`src/core/cag_pkg.sv`:
```
// constants for the cpu address generator and interrupt vectoring block
// assumes a 32-bit apb slave; printed register offsets are word indices
package cag_pkg;

   // ****************************************************************
   // register indices (byte address is four times the index)
   // ****************************************************************
   localparam logic [7:0] IDX_P0_LOW = 8'h82;
   localparam logic [7:0] IDX_P0_HIGH = 8'h83;
   localparam logic [7:0] IDX_P1_LOW = 8'h84;
   localparam logic [7:0] IDX_P1_HIGH = 8'h85;
   localparam logic [7:0] IDX_PTR_SELECT = 8'h86;
   localparam logic [7:0] IDX_P0_TOP = 8'h93;
   localparam logic [7:0] IDX_P1_TOP = 8'h95;
   localparam logic [7:0] IDX_ADDR_MODE = 8'h9d;
   localparam logic [7:0] IDX_IND_HIGH = 8'hda;
   localparam logic [7:0] IDX_IND_TOP = 8'hea;
   localparam logic [7:0] IDX_IRQ_ENABLE = 8'ha8;
   localparam logic [7:0] IDX_IRQ_PRIO = 8'hb8;
   localparam logic [7:0] IDX_IRQ_FLAG = 8'hc0;
   localparam logic [7:0] IDX_IRQ_STATUS = 8'hc1;

   // ****************************************************************
   // field positions
   // ****************************************************************
   localparam int SEL_BIT = 0;
   localparam int TOGGLE_BIT = 5;
   localparam int STEP0_BIT = 6;
   localparam int STEP1_BIT = 7;
   localparam int AM0_BIT = 0;
   localparam int AM1_BIT = 1;
   localparam int STACK_BIT = 2;
   localparam int HISRC_BIT = 3;
   localparam int VECREL_BIT = 5;
   localparam int GLOBAL_BIT = 16;
   localparam int DBGPORT_BIT = 17;
   localparam int DBGID_LSB = 24;
   localparam int BKP_FLAG_BIT = 16;
   localparam int DBG_FLAG_BIT = 17;
   localparam int PEND_BIT = 16;

   // ****************************************************************
   // reset values and vector constants
   // ****************************************************************
   localparam logic [7:0] BYTE_RST = 8'h00;
   localparam logic [15:0] HALF_RST = 16'h0000;
   localparam logic [15:0] VEC_FIRST = 16'h0003;
   localparam logic [15:0] VEC_BKP = 16'h0080;
   localparam logic [15:0] VEC_DBG = 16'h00c0;
   localparam logic [3:0] SLOT_TIMER0 = 4'h1;
   localparam logic [3:0] SLOT_TIMER1 = 4'h3;
   localparam logic [3:0] SLOT_TOP = 4'hf;

   // apb answer sequencing
   typedef enum logic [1:0] {
      CAG_ST_IDLE = 2'b01,
      CAG_ST_ANSWER = 2'b10
   } cag_apb_state_t;

endpackage

```
`src/core/cag_core.sv`:
```
// cpu address generator: modes, xram addresses, dual pointers, interrupt vectoring
// assumes an apb master on clk and a sequencer pulsing instruction events
// ****************************************************************
// ****************************************************************
//
// The implementer's own choice: the APB interface to the registers.
`timescale 1ns/100ps
module cag_core
   import cag_pkg::*;
#(
   parameter int ADDR_W = 12,
   parameter int FLASH_KB = 32
) (
   // clock and reset
   input wire logic clk,
   input wire logic rst_n,
   // apb slave
   input wire logic psel,
   input wire logic penable,
   input wire logic pwrite,
   input wire logic [ADDR_W-1:0] paddr,
   input wire logic [31:0] pwdata,
   output logic [31:0] prdata,
   output logic pready,
   output logic pslverr,
   // sequencer events
   input wire logic data_pointer_zero_inc,
   input wire logic data_pointer_zero_use,
   input wire logic movx_data_pointer_zero,
   input wire logic movx_ri,
   input wire logic [7:0] ri_value,
   input wire logic [7:0] port_two_latch,
   // xram address
   output logic [23:0] xram_addr,
   output logic xram_addr_valid,
   // mode outputs
   output logic flat_mode,
   output logic stack_mode_flag,
   // interrupt sources
   input wire logic [15:0] irq_req,
   input wire logic breakpoint_irq,
   input wire logic debug_irq,
   input wire logic [7:0] debug_req_id,
   // vectoring to the sequencer
   input wire logic irq_ack,
   output logic irq_pending,
   output logic [15:0] irq_vector
);

   // ****************************************************************
   // elaboration checks
   // ****************************************************************
   initial begin
      if (ADDR_W < 10) begin
         $error("cag_core: ADDR_W must be at least 10");
      end
      if (FLASH_KB != 16 && FLASH_KB != 32 && FLASH_KB != 48 && FLASH_KB != 64) begin
         $error("cag_core: FLASH_KB must be 16, 32, 48 or 64");
      end
   end

   // top hex digit of the relocated vector space
   localparam logic [3:0] VEC_DIGIT = 4'((FLASH_KB / 4) - 1);

   // ****************************************************************
   // functions
   // ****************************************************************
   // one pointer step; compatible mode keeps the top byte
   function automatic logic [23:0] ptr_step(input logic [23:0] p, input logic dec,
                                            input logic flat);
      logic [15:0] low;
      logic [7:0] top;
      begin
         low = dec ? p[15:0] - 16'h0001 : p[15:0] + 16'h0001;
         top = p[23:16];
         if (flat && !dec && p[15:0] == 16'hffff) begin
            top = top + 8'h01;
         end
         if (flat && dec && p[15:0] == 16'h0000) begin
            top = top - 8'h01;
         end
         ptr_step = {top, low};
      end
   endfunction

   // lowest natural number wins; slot 15 (ecc) outranks all
   function automatic logic [3:0] pick_slot(input logic [15:0] m);
      logic [3:0] idx;
      begin
         idx = 4'h0;
         for (int i = 14; i >= 0; i--) begin
            if (m[i]) begin
               idx = 4'(i);
            end
         end
         if (m[15]) begin
            idx = SLOT_TOP;
         end
         pick_slot = idx;
      end
   endfunction

   // ****************************************************************
   // registers
   // ****************************************************************
   cag_apb_state_t state_reg;
   logic [23:0] p0_reg, p1_reg;
   logic ptr_sel_reg, auto_toggle_sel_reg, step_dir_bit0_reg, step_dir_bit1_reg;
   logic addr_mode_bit0_reg, addr_mode_bit1_reg, indirect_high_src_sel_reg;
   logic vector_relocate_sel_reg;
   logic [7:0] indirect_move_high_byte_reg, indirect_move_top_byte_reg;
   logic [15:0] irq_en_reg, irq_prio_reg, irq_flag_reg;
   logic global_irq_enable_reg, dbg_port_en_reg, bkp_flag_reg, dbg_flag_reg;
   logic [7:0] dbg_id_reg;
   logic [3:0] irq_slot_reg;
   logic irq_special_reg;
   logic [31:0] prdata_reg;
   logic pready_reg, pslverr_reg, xram_valid_reg, pending_reg;
   logic [23:0] xram_addr_reg;
   logic [15:0] vector_reg;

   // ****************************************************************
   // apb decode
   // ****************************************************************
   wire in_range = (paddr[ADDR_W-1:10] == '0) && (paddr[1:0] == 2'b00);
   wire [7:0] idx = paddr[9:2];
   wire commit = psel && penable && pready_reg; // write lands only here
   wire wr = commit && pwrite && in_range;
   wire wr_p0_lo = wr && idx == IDX_P0_LOW;
   wire wr_p0_hi = wr && idx == IDX_P0_HIGH;
   wire wr_p0_top = wr && idx == IDX_P0_TOP;
   wire wr_p1_lo = wr && idx == IDX_P1_LOW;
   wire wr_p1_hi = wr && idx == IDX_P1_HIGH;
   wire wr_p1_top = wr && idx == IDX_P1_TOP;
   wire wr_select = wr && idx == IDX_PTR_SELECT;
   wire wr_mode = wr && idx == IDX_ADDR_MODE;
   wire wr_ind_hi = wr && idx == IDX_IND_HIGH;
   wire wr_ind_top = wr && idx == IDX_IND_TOP;
   wire wr_enable = wr && idx == IDX_IRQ_ENABLE;
   wire wr_prio = wr && idx == IDX_IRQ_PRIO;
   wire wr_flag = wr && idx == IDX_IRQ_FLAG;
   wire mapped = in_range && (idx == IDX_P0_LOW || idx == IDX_P0_HIGH ||
      idx == IDX_P1_LOW || idx == IDX_P1_HIGH || idx == IDX_PTR_SELECT ||
      idx == IDX_P0_TOP || idx == IDX_P1_TOP || idx == IDX_ADDR_MODE ||
      idx == IDX_IND_HIGH || idx == IDX_IND_TOP || idx == IDX_IRQ_ENABLE ||
      idx == IDX_IRQ_PRIO || idx == IDX_IRQ_FLAG || idx == IDX_IRQ_STATUS);

   // ****************************************************************
   // mode and pointer logic
   // ****************************************************************
   wire flat = addr_mode_bit1_reg; // 00 compatible, 1x flat
   wire stack_ext = flat; // flat mode moves the stack to data space
   wire [23:0] p0_step = ptr_step(p0_reg, step_dir_bit0_reg, flat);
   wire [23:0] p1_step = ptr_step(p1_reg, step_dir_bit1_reg, flat);
   wire ptr_used = data_pointer_zero_inc || data_pointer_zero_use || movx_data_pointer_zero;
   // bus writes win over sequencer updates of the same register
   wire [23:0] p0_next = wr_p0_lo ? {p0_reg[23:8], pwdata[7:0]} :
      wr_p0_hi ? {p0_reg[23:16], pwdata[7:0], p0_reg[7:0]} :
      wr_p0_top ? {pwdata[7:0], p0_reg[15:0]} :
      (data_pointer_zero_inc && !ptr_sel_reg) ? p0_step : p0_reg;
   wire [23:0] p1_next = wr_p1_lo ? {p1_reg[23:8], pwdata[7:0]} :
      wr_p1_hi ? {p1_reg[23:16], pwdata[7:0], p1_reg[7:0]} :
      wr_p1_top ? {pwdata[7:0], p1_reg[15:0]} :
      (data_pointer_zero_inc && ptr_sel_reg) ? p1_step : p1_reg;
   wire sel_next = wr_select ? pwdata[SEL_BIT] :
      (auto_toggle_sel_reg && ptr_used) ? !ptr_sel_reg : ptr_sel_reg;

   // ****************************************************************
   // xram address forming
   // ****************************************************************
   wire [23:0] sel_ptr = ptr_sel_reg ? p1_reg : p0_reg;
   wire [7:0] ri_high = indirect_high_src_sel_reg ? indirect_move_high_byte_reg
      : port_two_latch;
   // top byte from the indirect register only on indirect moves
   wire [23:0] ri_addr = {indirect_move_top_byte_reg, ri_high, ri_value};
   wire [23:0] xram_next = movx_ri ? ri_addr : sel_ptr;

   // ****************************************************************
   // interrupt flags and arbitration
   // ****************************************************************
   wire dbg_set = debug_irq && dbg_port_en_reg && debug_req_id == dbg_id_reg;
   wire [15:0] auto_clr = (irq_ack && !irq_special_reg &&
      (irq_slot_reg == SLOT_TIMER0 || irq_slot_reg == SLOT_TIMER1)) ?
      (16'h0001 << irq_slot_reg) : 16'h0000;
   wire [15:0] sw_clr = wr_flag ? pwdata[15:0] : 16'h0000;
   // set wins over any clear; writes never set
   wire [15:0] flag_next = (irq_flag_reg & ~(sw_clr | auto_clr)) | irq_req;
   wire bkp_next = (bkp_flag_reg && !(wr_flag && pwdata[BKP_FLAG_BIT])) || breakpoint_irq;
   wire dbg_next = (dbg_flag_reg && !(wr_flag && pwdata[DBG_FLAG_BIT])) || dbg_set;
   // per-source enable and global gate
   wire [15:0] eligible = irq_flag_reg & irq_en_reg & {16{global_irq_enable_reg}};
   wire [15:0] hi_set = eligible & irq_prio_reg; // two levels
   wire [15:0] lo_set = eligible & ~irq_prio_reg;
   wire [3:0] win_slot = pick_slot((hi_set != 16'h0000) ? hi_set : lo_set);
   wire [15:0] vec_base = vector_relocate_sel_reg ? {VEC_DIGIT, 12'h000}
      : HALF_RST;
   wire [15:0] slot_vec = vec_base | (VEC_FIRST + {9'h000, win_slot, 3'b000});
   // debug and breakpoint bypass the global gate
   wire special = dbg_flag_reg || bkp_flag_reg;
   wire [15:0] vec_next = dbg_flag_reg ? (vec_base | VEC_DBG) :
      bkp_flag_reg ? (vec_base | VEC_BKP) : slot_vec;
   wire pend_next = special || (eligible != 16'h0000);

   // ****************************************************************
   // apb read mux
   // ****************************************************************
   wire [7:0] select_rd = {step_dir_bit1_reg, step_dir_bit0_reg, auto_toggle_sel_reg,
      4'h0, ptr_sel_reg};
   wire [7:0] mode_rd = {2'b00, vector_relocate_sel_reg, 1'b0, indirect_high_src_sel_reg,
      stack_ext, addr_mode_bit1_reg, addr_mode_bit0_reg};
   wire [31:0] rd_data = !in_range ? 32'h0000_0000 :
      idx == IDX_P0_LOW ? {24'h000000, p0_reg[7:0]} :
      idx == IDX_P0_HIGH ? {24'h000000, p0_reg[15:8]} :
      idx == IDX_P0_TOP ? {24'h000000, p0_reg[23:16]} :
      idx == IDX_P1_LOW ? {24'h000000, p1_reg[7:0]} :
      idx == IDX_P1_HIGH ? {24'h000000, p1_reg[15:8]} :
      idx == IDX_P1_TOP ? {24'h000000, p1_reg[23:16]} :
      idx == IDX_PTR_SELECT ? {24'h000000, select_rd} :
      idx == IDX_ADDR_MODE ? {24'h000000, mode_rd} :
      idx == IDX_IND_HIGH ? {24'h000000, indirect_move_high_byte_reg} :
      idx == IDX_IND_TOP ? {24'h000000, indirect_move_top_byte_reg} :
      idx == IDX_IRQ_ENABLE ? {dbg_id_reg, 6'h00, dbg_port_en_reg, global_irq_enable_reg,
         irq_en_reg} :
      idx == IDX_IRQ_PRIO ? {16'h0000, irq_prio_reg} :
      idx == IDX_IRQ_FLAG ? {14'h0000, dbg_flag_reg, bkp_flag_reg, irq_flag_reg} :
      idx == IDX_IRQ_STATUS ? {15'h0000, pending_reg, vector_reg} : 32'h0000_0000;

   // ****************************************************************
   // apb sequencing: one wait state, answer registered
   // ****************************************************************
   always_ff @(posedge clk) begin
      if (!rst_n) begin
         state_reg <= CAG_ST_IDLE;
         pready_reg <= 1'b0;
         pslverr_reg <= 1'b0;
         prdata_reg <= 32'h0000_0000;
      end else begin
         case (state_reg)
            CAG_ST_IDLE: begin
               if (psel && penable) begin
                  state_reg <= CAG_ST_ANSWER;
                  pready_reg <= 1'b1;
                  pslverr_reg <= !mapped;
                  prdata_reg <= pwrite ? 32'h0000_0000 : rd_data;
               end
            end
            CAG_ST_ANSWER: begin
               state_reg <= CAG_ST_IDLE;
               pready_reg <= 1'b0;
               pslverr_reg <= 1'b0;
            end
            default: begin
               state_reg <= CAG_ST_IDLE;
               pready_reg <= 1'b0;
            end
         endcase
      end
   end

   // pointer and mode state
   always_ff @(posedge clk) begin
      if (!rst_n) begin
         p0_reg <= 24'h000000;
         p1_reg <= 24'h000000;
         ptr_sel_reg <= 1'b0;
         {step_dir_bit1_reg, step_dir_bit0_reg, auto_toggle_sel_reg} <= 3'b000;
         {addr_mode_bit1_reg, addr_mode_bit0_reg} <= 2'b00;
         indirect_high_src_sel_reg <= 1'b0;
         vector_relocate_sel_reg <= 1'b0;
         indirect_move_high_byte_reg <= BYTE_RST;
         indirect_move_top_byte_reg <= BYTE_RST;
      end else begin
         p0_reg <= p0_next;
         p1_reg <= p1_next;
         ptr_sel_reg <= sel_next;
         if (wr_select) begin
            step_dir_bit1_reg <= pwdata[STEP1_BIT];
            step_dir_bit0_reg <= pwdata[STEP0_BIT];
            auto_toggle_sel_reg <= pwdata[TOGGLE_BIT];
         end
         if (wr_mode) begin // stack flag bit is not writable
            addr_mode_bit1_reg <= pwdata[AM1_BIT];
            addr_mode_bit0_reg <= pwdata[AM0_BIT];
            indirect_high_src_sel_reg <= pwdata[HISRC_BIT];
            vector_relocate_sel_reg <= pwdata[VECREL_BIT];
         end
         if (wr_ind_hi) begin
            indirect_move_high_byte_reg <= pwdata[7:0];
         end
         if (wr_ind_top) begin
            indirect_move_top_byte_reg <= pwdata[7:0];
         end
      end
   end

   // interrupt state; vector follows the flags one edge later
   always_ff @(posedge clk) begin
      if (!rst_n) begin
         irq_en_reg <= HALF_RST;
         irq_prio_reg <= HALF_RST;
         irq_flag_reg <= HALF_RST;
         {global_irq_enable_reg, dbg_port_en_reg} <= 2'b00;
         dbg_id_reg <= BYTE_RST;
         {bkp_flag_reg, dbg_flag_reg} <= 2'b00;
         irq_slot_reg <= 4'h0;
         irq_special_reg <= 1'b0;
         pending_reg <= 1'b0;
         vector_reg <= HALF_RST;
      end else begin
         if (wr_enable) begin
            irq_en_reg <= pwdata[15:0];
            global_irq_enable_reg <= pwdata[GLOBAL_BIT];
            dbg_port_en_reg <= pwdata[DBGPORT_BIT];
            dbg_id_reg <= pwdata[DBGID_LSB+7:DBGID_LSB];
         end
         if (wr_prio) begin
            irq_prio_reg <= pwdata[15:0];
         end
         irq_flag_reg <= flag_next;
         bkp_flag_reg <= bkp_next;
         dbg_flag_reg <= dbg_next;
         irq_slot_reg <= win_slot;
         irq_special_reg <= special;
         pending_reg <= pend_next;
         vector_reg <= vec_next;
      end
   end

   // xram address and its valid strobe
   always_ff @(posedge clk) begin
      if (!rst_n) begin
         xram_addr_reg <= 24'h000000;
         xram_valid_reg <= 1'b0;
      end else begin
         xram_addr_reg <= (movx_ri || movx_data_pointer_zero) ? xram_next : xram_addr_reg;
         xram_valid_reg <= movx_ri || movx_data_pointer_zero;
      end
   end

   // ****************************************************************
   // outputs
   // ****************************************************************
   assign prdata = prdata_reg;
   assign pready = pready_reg;
   assign pslverr = pslverr_reg;
   assign xram_addr = xram_addr_reg;
   assign xram_addr_valid = xram_valid_reg;
   assign flat_mode = addr_mode_bit1_reg;
   assign stack_mode_flag = addr_mode_bit1_reg;
   assign irq_pending = pending_reg;
   assign irq_vector = vector_reg;

   // ****************************************************************
   // assertions
   // ****************************************************************
   property p_vec_space;
      @(posedge clk) disable iff (!rst_n)
      $past(rst_n) |-> irq_vector[15:12] ==
         ($past(vector_relocate_sel_reg) ? VEC_DIGIT : 4'h0);
   endproperty
   a_vec_space: assert property (p_vec_space) else $error("vector space wrong");

   property p_ri_high;
      @(posedge clk) disable iff (!rst_n)
      movx_ri |=> xram_addr[15:8] == ($past(indirect_high_src_sel_reg) ?
         $past(indirect_move_high_byte_reg) : $past(port_two_latch));
   endproperty
   a_ri_high: assert property (p_ri_high) else $error("indirect high byte wrong");

   property p_ri_top;
      @(posedge clk) disable iff (!rst_n)
      movx_ri |=> xram_addr_valid && xram_addr[23:16] == $past(indirect_move_top_byte_reg)
         && xram_addr[7:0] == $past(ri_value);
   endproperty
   a_ri_top: assert property (p_ri_top) else $error("indirect top or low wrong");

   property p_data_pointer_zero_addr;
      @(posedge clk) disable iff (!rst_n)
      (movx_data_pointer_zero && !movx_ri) |=> xram_addr == ($past(ptr_sel_reg) ? $past(p1_reg)
         : $past(p0_reg));
   endproperty
   a_data_pointer_zero_addr: assert property (p_data_pointer_zero_addr) else $error("pointer address wrong");

   property p_step_large;
      @(posedge clk) disable iff (!rst_n)
      (data_pointer_zero_inc && !ptr_sel_reg && !flat && !wr) |=> p0_reg[23:16] == $past(p0_reg[23:16])
         && p0_reg[15:0] == ($past(step_dir_bit0_reg) ? $past(p0_reg[15:0]) - 16'h0001
         : $past(p0_reg[15:0]) + 16'h0001);
   endproperty
   a_step_large: assert property (p_step_large) else $error("pointer step wrong");

   property p_flat_carry;
      @(posedge clk) disable iff (!rst_n)
      (data_pointer_zero_inc && ptr_sel_reg && flat && !wr && !step_dir_bit1_reg &&
         p1_reg[15:0] == 16'hffff) |=> p1_reg[23:16] == $past(p1_reg[23:16]) + 8'h01;
   endproperty
   a_flat_carry: assert property (p_flat_carry) else $error("flat carry missing");

   property p_toggle;
      @(posedge clk) disable iff (!rst_n)
      (auto_toggle_sel_reg && movx_data_pointer_zero && !wr_select) |=> ptr_sel_reg != $past(ptr_sel_reg);
   endproperty
   a_toggle: assert property (p_toggle) else $error("auto toggle missing");

   property p_no_sw_set;
      @(posedge clk) disable iff (!rst_n)
      $past(rst_n) |-> (irq_flag_reg & ~$past(irq_flag_reg) & ~$past(irq_req)) == 16'h0000;
   endproperty
   a_no_sw_set: assert property (p_no_sw_set) else $error("flag set without request");

   property p_high_first;
      @(posedge clk) disable iff (!rst_n)
      (hi_set != 16'h0000 && !special) |=> irq_pending && irq_prio_reg[irq_slot_reg];
   endproperty
   a_high_first: assert property (p_high_first) else $error("low level beat high");

   property p_dbg_wins;
      @(posedge clk) disable iff (!rst_n)
      (dbg_flag_reg && !global_irq_enable_reg) |=> irq_pending && irq_vector[11:0] == 12'h0c0;
   endproperty
   a_dbg_wins: assert property (p_dbg_wins) else $error("debug vector wrong");

   property p_timer_clear;
      @(posedge clk) disable iff (!rst_n)
      (irq_ack && !irq_special_reg && irq_slot_reg == SLOT_TIMER0 && !irq_req[1])
         |=> !irq_flag_reg[1];
   endproperty
   a_timer_clear: assert property (p_timer_clear) else $error("timer flag kept");

endmodule

```
`config.mk`:
```
export PLATFORM = sky130hd
export DESIGN_NAME = cag_core
export DESIGN_NICKNAME = d
export VERILOG_FILES = /design/src/core/cag_pkg.sv /design/src/core/cag_core.sv
export SDC_FILE = /design/constraint.sdc
export NUM_CORES = 1
export LEC_CHECK = 0
export BUFFER_PORTS_ARGS = -buffer_cell sky130_fd_sc_hd__buf_2
export CAP_MARGIN = 20
export CORE_AREA = 2 2 175 177
export CTS_BUF_LIST = sky130_fd_sc_hd__clkbuf_4 sky130_fd_sc_hd__clkbuf_8
export CTS_CLUSTER_DIAMETER = 120
export DETAILED_ROUTE_END_ITERATION = 10
export DIE_AREA = 0 0 177 179
export PLACE_DENSITY = 0.62
export SETUP_SLACK_MARGIN = 0.15
export SLEW_MARGIN = 20
export SYNTH_ARGS = -nofsm -noshare
export SYNTH_HDL_FRONTEND = slang
export SYNTH_SLANG_ARGS = --single-unit
```
`constraint.sdc`:
```
create_clock -name clk -period 3.3 [get_ports clk]
set_clock_uncertainty 0.2 [all_clocks]
set_input_delay 0.165 -clock clk [delete_from_list [all_inputs] [get_ports clk]]
set_output_delay 0.165 -clock clk [all_outputs]
set_load 0.005 [all_outputs]
```
* After elaboration in Yosys (flattened, before gate mapping)
Cells that the tools add are included.
** Storage, ports and cells
- Bits in registers :: 215
- Latch bits :: 0
- RAM bits :: 0
- Memory bits (read-only) :: 0
- Output and inout port bits :: 78
- Logic and storage cells :: 234
- Memories :: 0
** Cells by class
- Add/subtract/negate cells :: 9
- $mul :: 0
- Div/mod/pow operators :: 0
- Order comparisons :: 0
- Equality and inequality tests :: 28
- Shifts and indexed selects :: 1
- Mux-type cells :: 59
- Bitwise gates (word level) :: 14
- Reductions and logical operators :: 89
** Operator list (number)
- two-way mux 32 bit :: 13
- two-way mux 24 bit :: 6
- == test 8 bit (second input constant) :: 14
- two-way mux 16 bit :: 7
- bitwise AND 16 bit :: 5
- two-way mux 4 bit :: 16
- two-way mux 8 bit :: 7
- two-way mux 15 bit :: 3
- logical AND 1 bit :: 38
- two-way mux 18 bit :: 2
- adder 16 x 1 -> 16 bit (second input constant) :: 2
- == test 16 bit (second input constant) :: 2
- logical NOT 16 bit :: 2
- NOT 16 bit :: 2
- bitwise OR 16 bit :: 2
- nonzero test 16 bit :: 2
- subtractor 16 x 1 -> 16 bit (second input constant) :: 2
- logical OR 1 bit :: 21
- AND reduction 3 bit :: 6
- two-way mux 17 bit :: 1
- adder 8 x 1 -> 8 bit (second input constant) :: 2
- nonzero test 2 bit :: 8
- left shift 1 x 4 -> 16 bit (first input constant) :: 1
- subtractor 8 x 1 -> 8 bit (second input constant) :: 2
- 14 further kinds :: 34

* Logic depth before layout (Yosys ltp)
- Word-level depth :: 25
- Gate-level depth with buffers :: 11

* Worst setup path before layout
Ideal clock, no wire load.
- Kind :: register -> register
- From :: register step_dir_bit0_reg
- To :: register p0_reg[15]
- Library setup time :: 74 ps
- Data arrival time :: 2553 ps
- Data required time :: 3026 ps
- Setup slack :: 473 ps
- Stages on the path, launching flop included :: 10
- Buffers on the path :: 0
- Clock period less this slack :: 2827 ps
- Path through :: dfxtp_1 -> ha_1 -> or3_1 -> o21ai_0 -> o31ai_1 -> o41ai_1 -> o21ai_0 -> xnor2_1 -> nand2_1 -> a31oi_1
** Between the ends
- Cells in the longest elaborated chain, start to end :: 4
** Ends and longest elaborated chain
- start, declared :: line cag_core.sv:108 : logic ptr_sel_reg, auto_toggle_sel_reg, step_dir_bit0_reg, step_dir_bit1_reg;
- start signal, assigned :: line cag_core.sv:278 : step_dir_bit0_reg <= pwdata[STEP0_BIT];
- two-way mux 16 bit :: line cag_core.sv:74 : low = dec ? p[15:0] - 16'h0001 : p[15:0] + 16'h0001;
- two-way mux 24 bit :: line cag_core.sv:160 : (data_pointer_zero_inc && !ptr_sel_reg) ? p0_step : p0_reg;
- two-way mux 24 bit :: line cag_core.sv:159 : wr_p0_top ? {pwdata[7:0], p0_reg[15:0]} :
- two-way mux 16 bit :: line cag_core.sv:158 : wr_p0_hi ? {p0_reg[23:16], pwdata[7:0], p0_reg[7:0]} :
- end signal, assigned :: line cag_core.sv:273 : p0_reg <= p0_next;
- end, declared :: line cag_core.sv:107 : logic [23:0] p0_reg, p1_reg;
Every way passes these cells. The select of a mux whose other input is x is not followed.
A chain may end at the register's enable or synchronous reset.

* Worst setup path in the final report
- From :: register step_dir_bit0_reg
- To :: register p0_reg[14]
Same word-level chain as after synthesis.

==> metrics <==
outcome finished, final reports clean; FP Rows 64; met3 capacity usage during global routing 4.77%; clock-pin slew on the worst setup and hold paths 0.13 ns; met2 layer usage reported by global route 47.0%; Routability Congestion 0.977; share of the cycle needed by the critical path after routing 90.9%; dominant combinational cell family by area after synthesis simple AND/OR/NAND/NOR gates; area share of fa/ha/maj cells after synthesis 3.72%; width of the chip 177 um; HPWL after detailed placement 32300 um; antenna violations before repair 3; Largest register FFs 26; buffer cell driving the clock tree root clkbuf_8; combined global-route utilization of all metal layers 27.9%; maximum single-stage delay on the critical path 0.64 ns; wire length per cell after detailed routing 20.6 um; synth unique cells 78; Primary FF master, synth dfxtp_1; post-route non-filler standard cell count 2173; number of enable flip-flop cells after synthesis 0; TritonCTS clock tree yes; kind of critical path flop to flop; core area 30000 um^2; number of port buffers 155; family with the most delay on the worst path compound AO/OA/AOI/OAI gates; compound-cell area share of the yosys netlist 22.8%; clock tree sinks 198; Chip Height 179 um; total CTS buffers 17; pwr/cell area 324 nW/um^2; Die Footprint 31700 um^2; instance count of the mapped netlist 1528; capturing element type of the critical path flop; unrepaired setup endpoints after global routing false; number of warning messages in the yosys log 0; proportion of synthesized flip-flops having asynchronous set or reset 0%; share of total power in the clock network 35.5%; worst path buffer plus inverter count 1; Synth Register Bits 198; number of global-route vias before repair 11924; synthesized-area fraction occupied by xor and xnor cells 4.59%; Initial Util 39.4%; static leakage 5.77 nW; synth-to-layout area growth 22.6%; Top Usage Layer GRT met2; arrival time at the worst endpoint 3.20 ns; remaining number of nets flagged by the antenna check after routing 0; proportion of power drawn by combinational gates 11.3%; wire length of the first global-routing pass 68000 um; switching part of the total 30.6%; number of nets in the final layout 1892; post-detailed-route DRC marker count 0; final hold violation count 0; met1 Use GR 34.0%; max-cap violations 0; worst supply voltage drop on vdd 0.000249 V; WL final 44800 um; crit-path max FO 13; critical path required time 3.50 ns; Max Clk Rate 333 MHz; Internal Power 3.26 mW; DR iter-0 viols 1368; Startpoint Class flop; sequential element share of the synthesized area 33.5%; total congestion overflow after global routing 0; Slew HR 37.6%; overall via count from detail_route 12697; final setup violation count 0; share of synthesized area spent on multiplexers 6.47%; buffer depth of the longest clock path 2; number of placed I/O pins 174; commonest cells after routing, fill and taps aside nand2_1, dfxtp_1, nor2_1, a21oi_1, buf_2; Vias per Instance 5.84; final total negative setup slack 0 ns; worst-path cell chain buf_4 > ha_1 > nand3_1 > o2111ai_1 > a41o_1 > a21o_1 > a41o_1 > xor2_1 > a22oi_1 > a21oi_1; most frequent standard cell in the layout excluding fill and tap cells nand2_1; critical-path cell with the highest stage delay dfxtp_1; htree depth 4; synthesized area per cell 7.74 um^2; Worst Tran Pin Value 0.937 ns; simple-gate portion of the synthesized area 24.0%; Cell Area, Synth 11800 um^2; Worst-Skew Late Latency 0.52 ns; pin count of the biggest net entering global routing 80; sequential power share 53.2%; clock period minus final worst setup slack 3.00 ns; number of max-slew violations in the final report 0; crit-path most repeated cell a41o_1; fraction of final layout cells with drive strength greater than 1 16.2%; drt first pass iters 8; P_sw 1.43 mW; Worst Hold Class input port to flop; count of placed standard cells including taps 2047
-- stage by stage --
| stage | area (um^2) | util (%) | setup WS, ns | hold slack (ns) | total power [mW] |
|---|---|---|---|---|---|
| after floorplan | 11900 | - | 0.473 | 0.0824 | 2.79 |
| after global placement | 13200 | 43.9 | 0.293 | 0.168 | 2.98 |
| after detailed placement | 13200 | 43.9 | 0.244 | 0.178 | 2.98 |
| after CTS | 14500 | 48.2 | 0.236 | 0.0644 | 4.71 |
| after global routing | 14500 | 48.3 | 0.165 | 0.119 | 4.86 |
| final | 14500 | 48.3 | 0.299 | 0.104 | 4.69 |
-- power groups by stage --
stage / sequential (mW) / combinational (mW) / clock, mW
floorplan: 2.53 / 0.257 / 0
global placement: 2.55 / 0.430 / 0
detailed placement: 2.55 / 0.435 / 0
CTS: 2.50 / 0.520 / 1.69
global route: 2.50 / 0.576 / 1.78
finish: 2.50 / 0.529 / 1.67
-- synth_stat cells (11+ instances only) --
library cell / count / share of area [%]
nand4_1: 31 / 1.6
nor3_1: 23 / 0.97
nand3_1: 61 / 2.6
and2_1: 19 / 1.0
a31oi_1: 17 / 0.90
a22oi_1: 40 / 2.5
xnor2_1: 38 / 2.8
buf_2: 11 / 0.47
nor4_1: 16 / 0.85
xor2_1: 24 / 1.8
a21oi_1: 167 / 7.1
clkbuf_1: 72 / 2.3
a211oi_1: 33 / 2.1
dfxtp_1: 198 / 34
ha_1: 32 / 3.4
inv_1: 16 / 0.51
o21ai_0: 56 / 2.4
nand2_1: 212 / 6.7
and3_1: 16 / 0.85
nor2_1: 169 / 5.4
mux2i_1: 72 / 6.1
o211ai_1: 11 / 0.70
buf_4: 17 / 1.1
-- layer usage --
| layer | routed length [um] | share of wire (%) | vias to the layer above |
|---|---|---|---|
| met2 | 21100 | 47 | 559 |
| met5 | 15 | 0.034 | - |
| met3 | 3070 | 6.9 | 137 |
| met4 | 2360 | 5.3 | 2 |
| li1 | - | - | 5996 |
| met1 | 18200 | 41 | 6003 |
-- final cells by class --
class / count / area [um^2]
multi-input cells: 1213 / 7340
well taps: 396 / 495
flip-flops and latches: 198 / 3970
fillers: 3035 / 15500
inverters: 17 / 66.3
diodes: 2 / 5.00
clock inverters: 15 / 170
clock buffers: 17 / 234
repair buffers: 315 / 2220
-- repair_timing --
item,CTS,global route
setup buffers,0,4
hold buffers,88,0
endpoints found under the setup margin,0,7
endpoints found under the hold margin,128,0
gates resized for setup,0,2
-- worst reg2reg max path, stage by stage, from the launching register on --
cell and delay [ns]:
dfxtp_1 0.64, buf_4 0.30, ha_1 0.31, nand3_1 0.12
o2111ai_1 0.18, a41o_1 0.30, a21o_1 0.21, a41o_1 0.25
xor2_1 0.14, a22oi_1 0.15, a21oi_1 0.09
-- worst paths after layout --
path / startpoint / to / slack, ns / cells past startpoint
max: step_dir_bit0_reg$_SDFFE_PN0P_ / p0_reg[14]$_SDFFE_PN0P_ / 0.30 / 10
min reg2reg: prdata[5]$_SDFFE_PN0P_ / prdata[5]$_SDFFE_PN0P_ / 0.26 / 2
max reg2reg: step_dir_bit0_reg$_SDFFE_PN0P_ / p0_reg[14]$_SDFFE_PN0P_ / 0.30 / 10
min: paddr[7] / indirect_move_high_byte_reg[5]$_SDFFE_PN0P_ / 0.10 / 5
-- cell families (layout without fill, tap and decap cells) --
logic type / after synthesis / count (layout)
AND/OR/NAND/NOR: 603 / 603
adder cells (fa/ha/maj): 34 / 34
XOR/XNOR: 62 / 62
multiplexers: 76 / 76
other: 1 / 14
buffers and inverters: 128 / 364
flip-flops: 198 / 198
AO/OA/AOI/OAI: 426 / 426
Power figures use the tool's default switching activity.
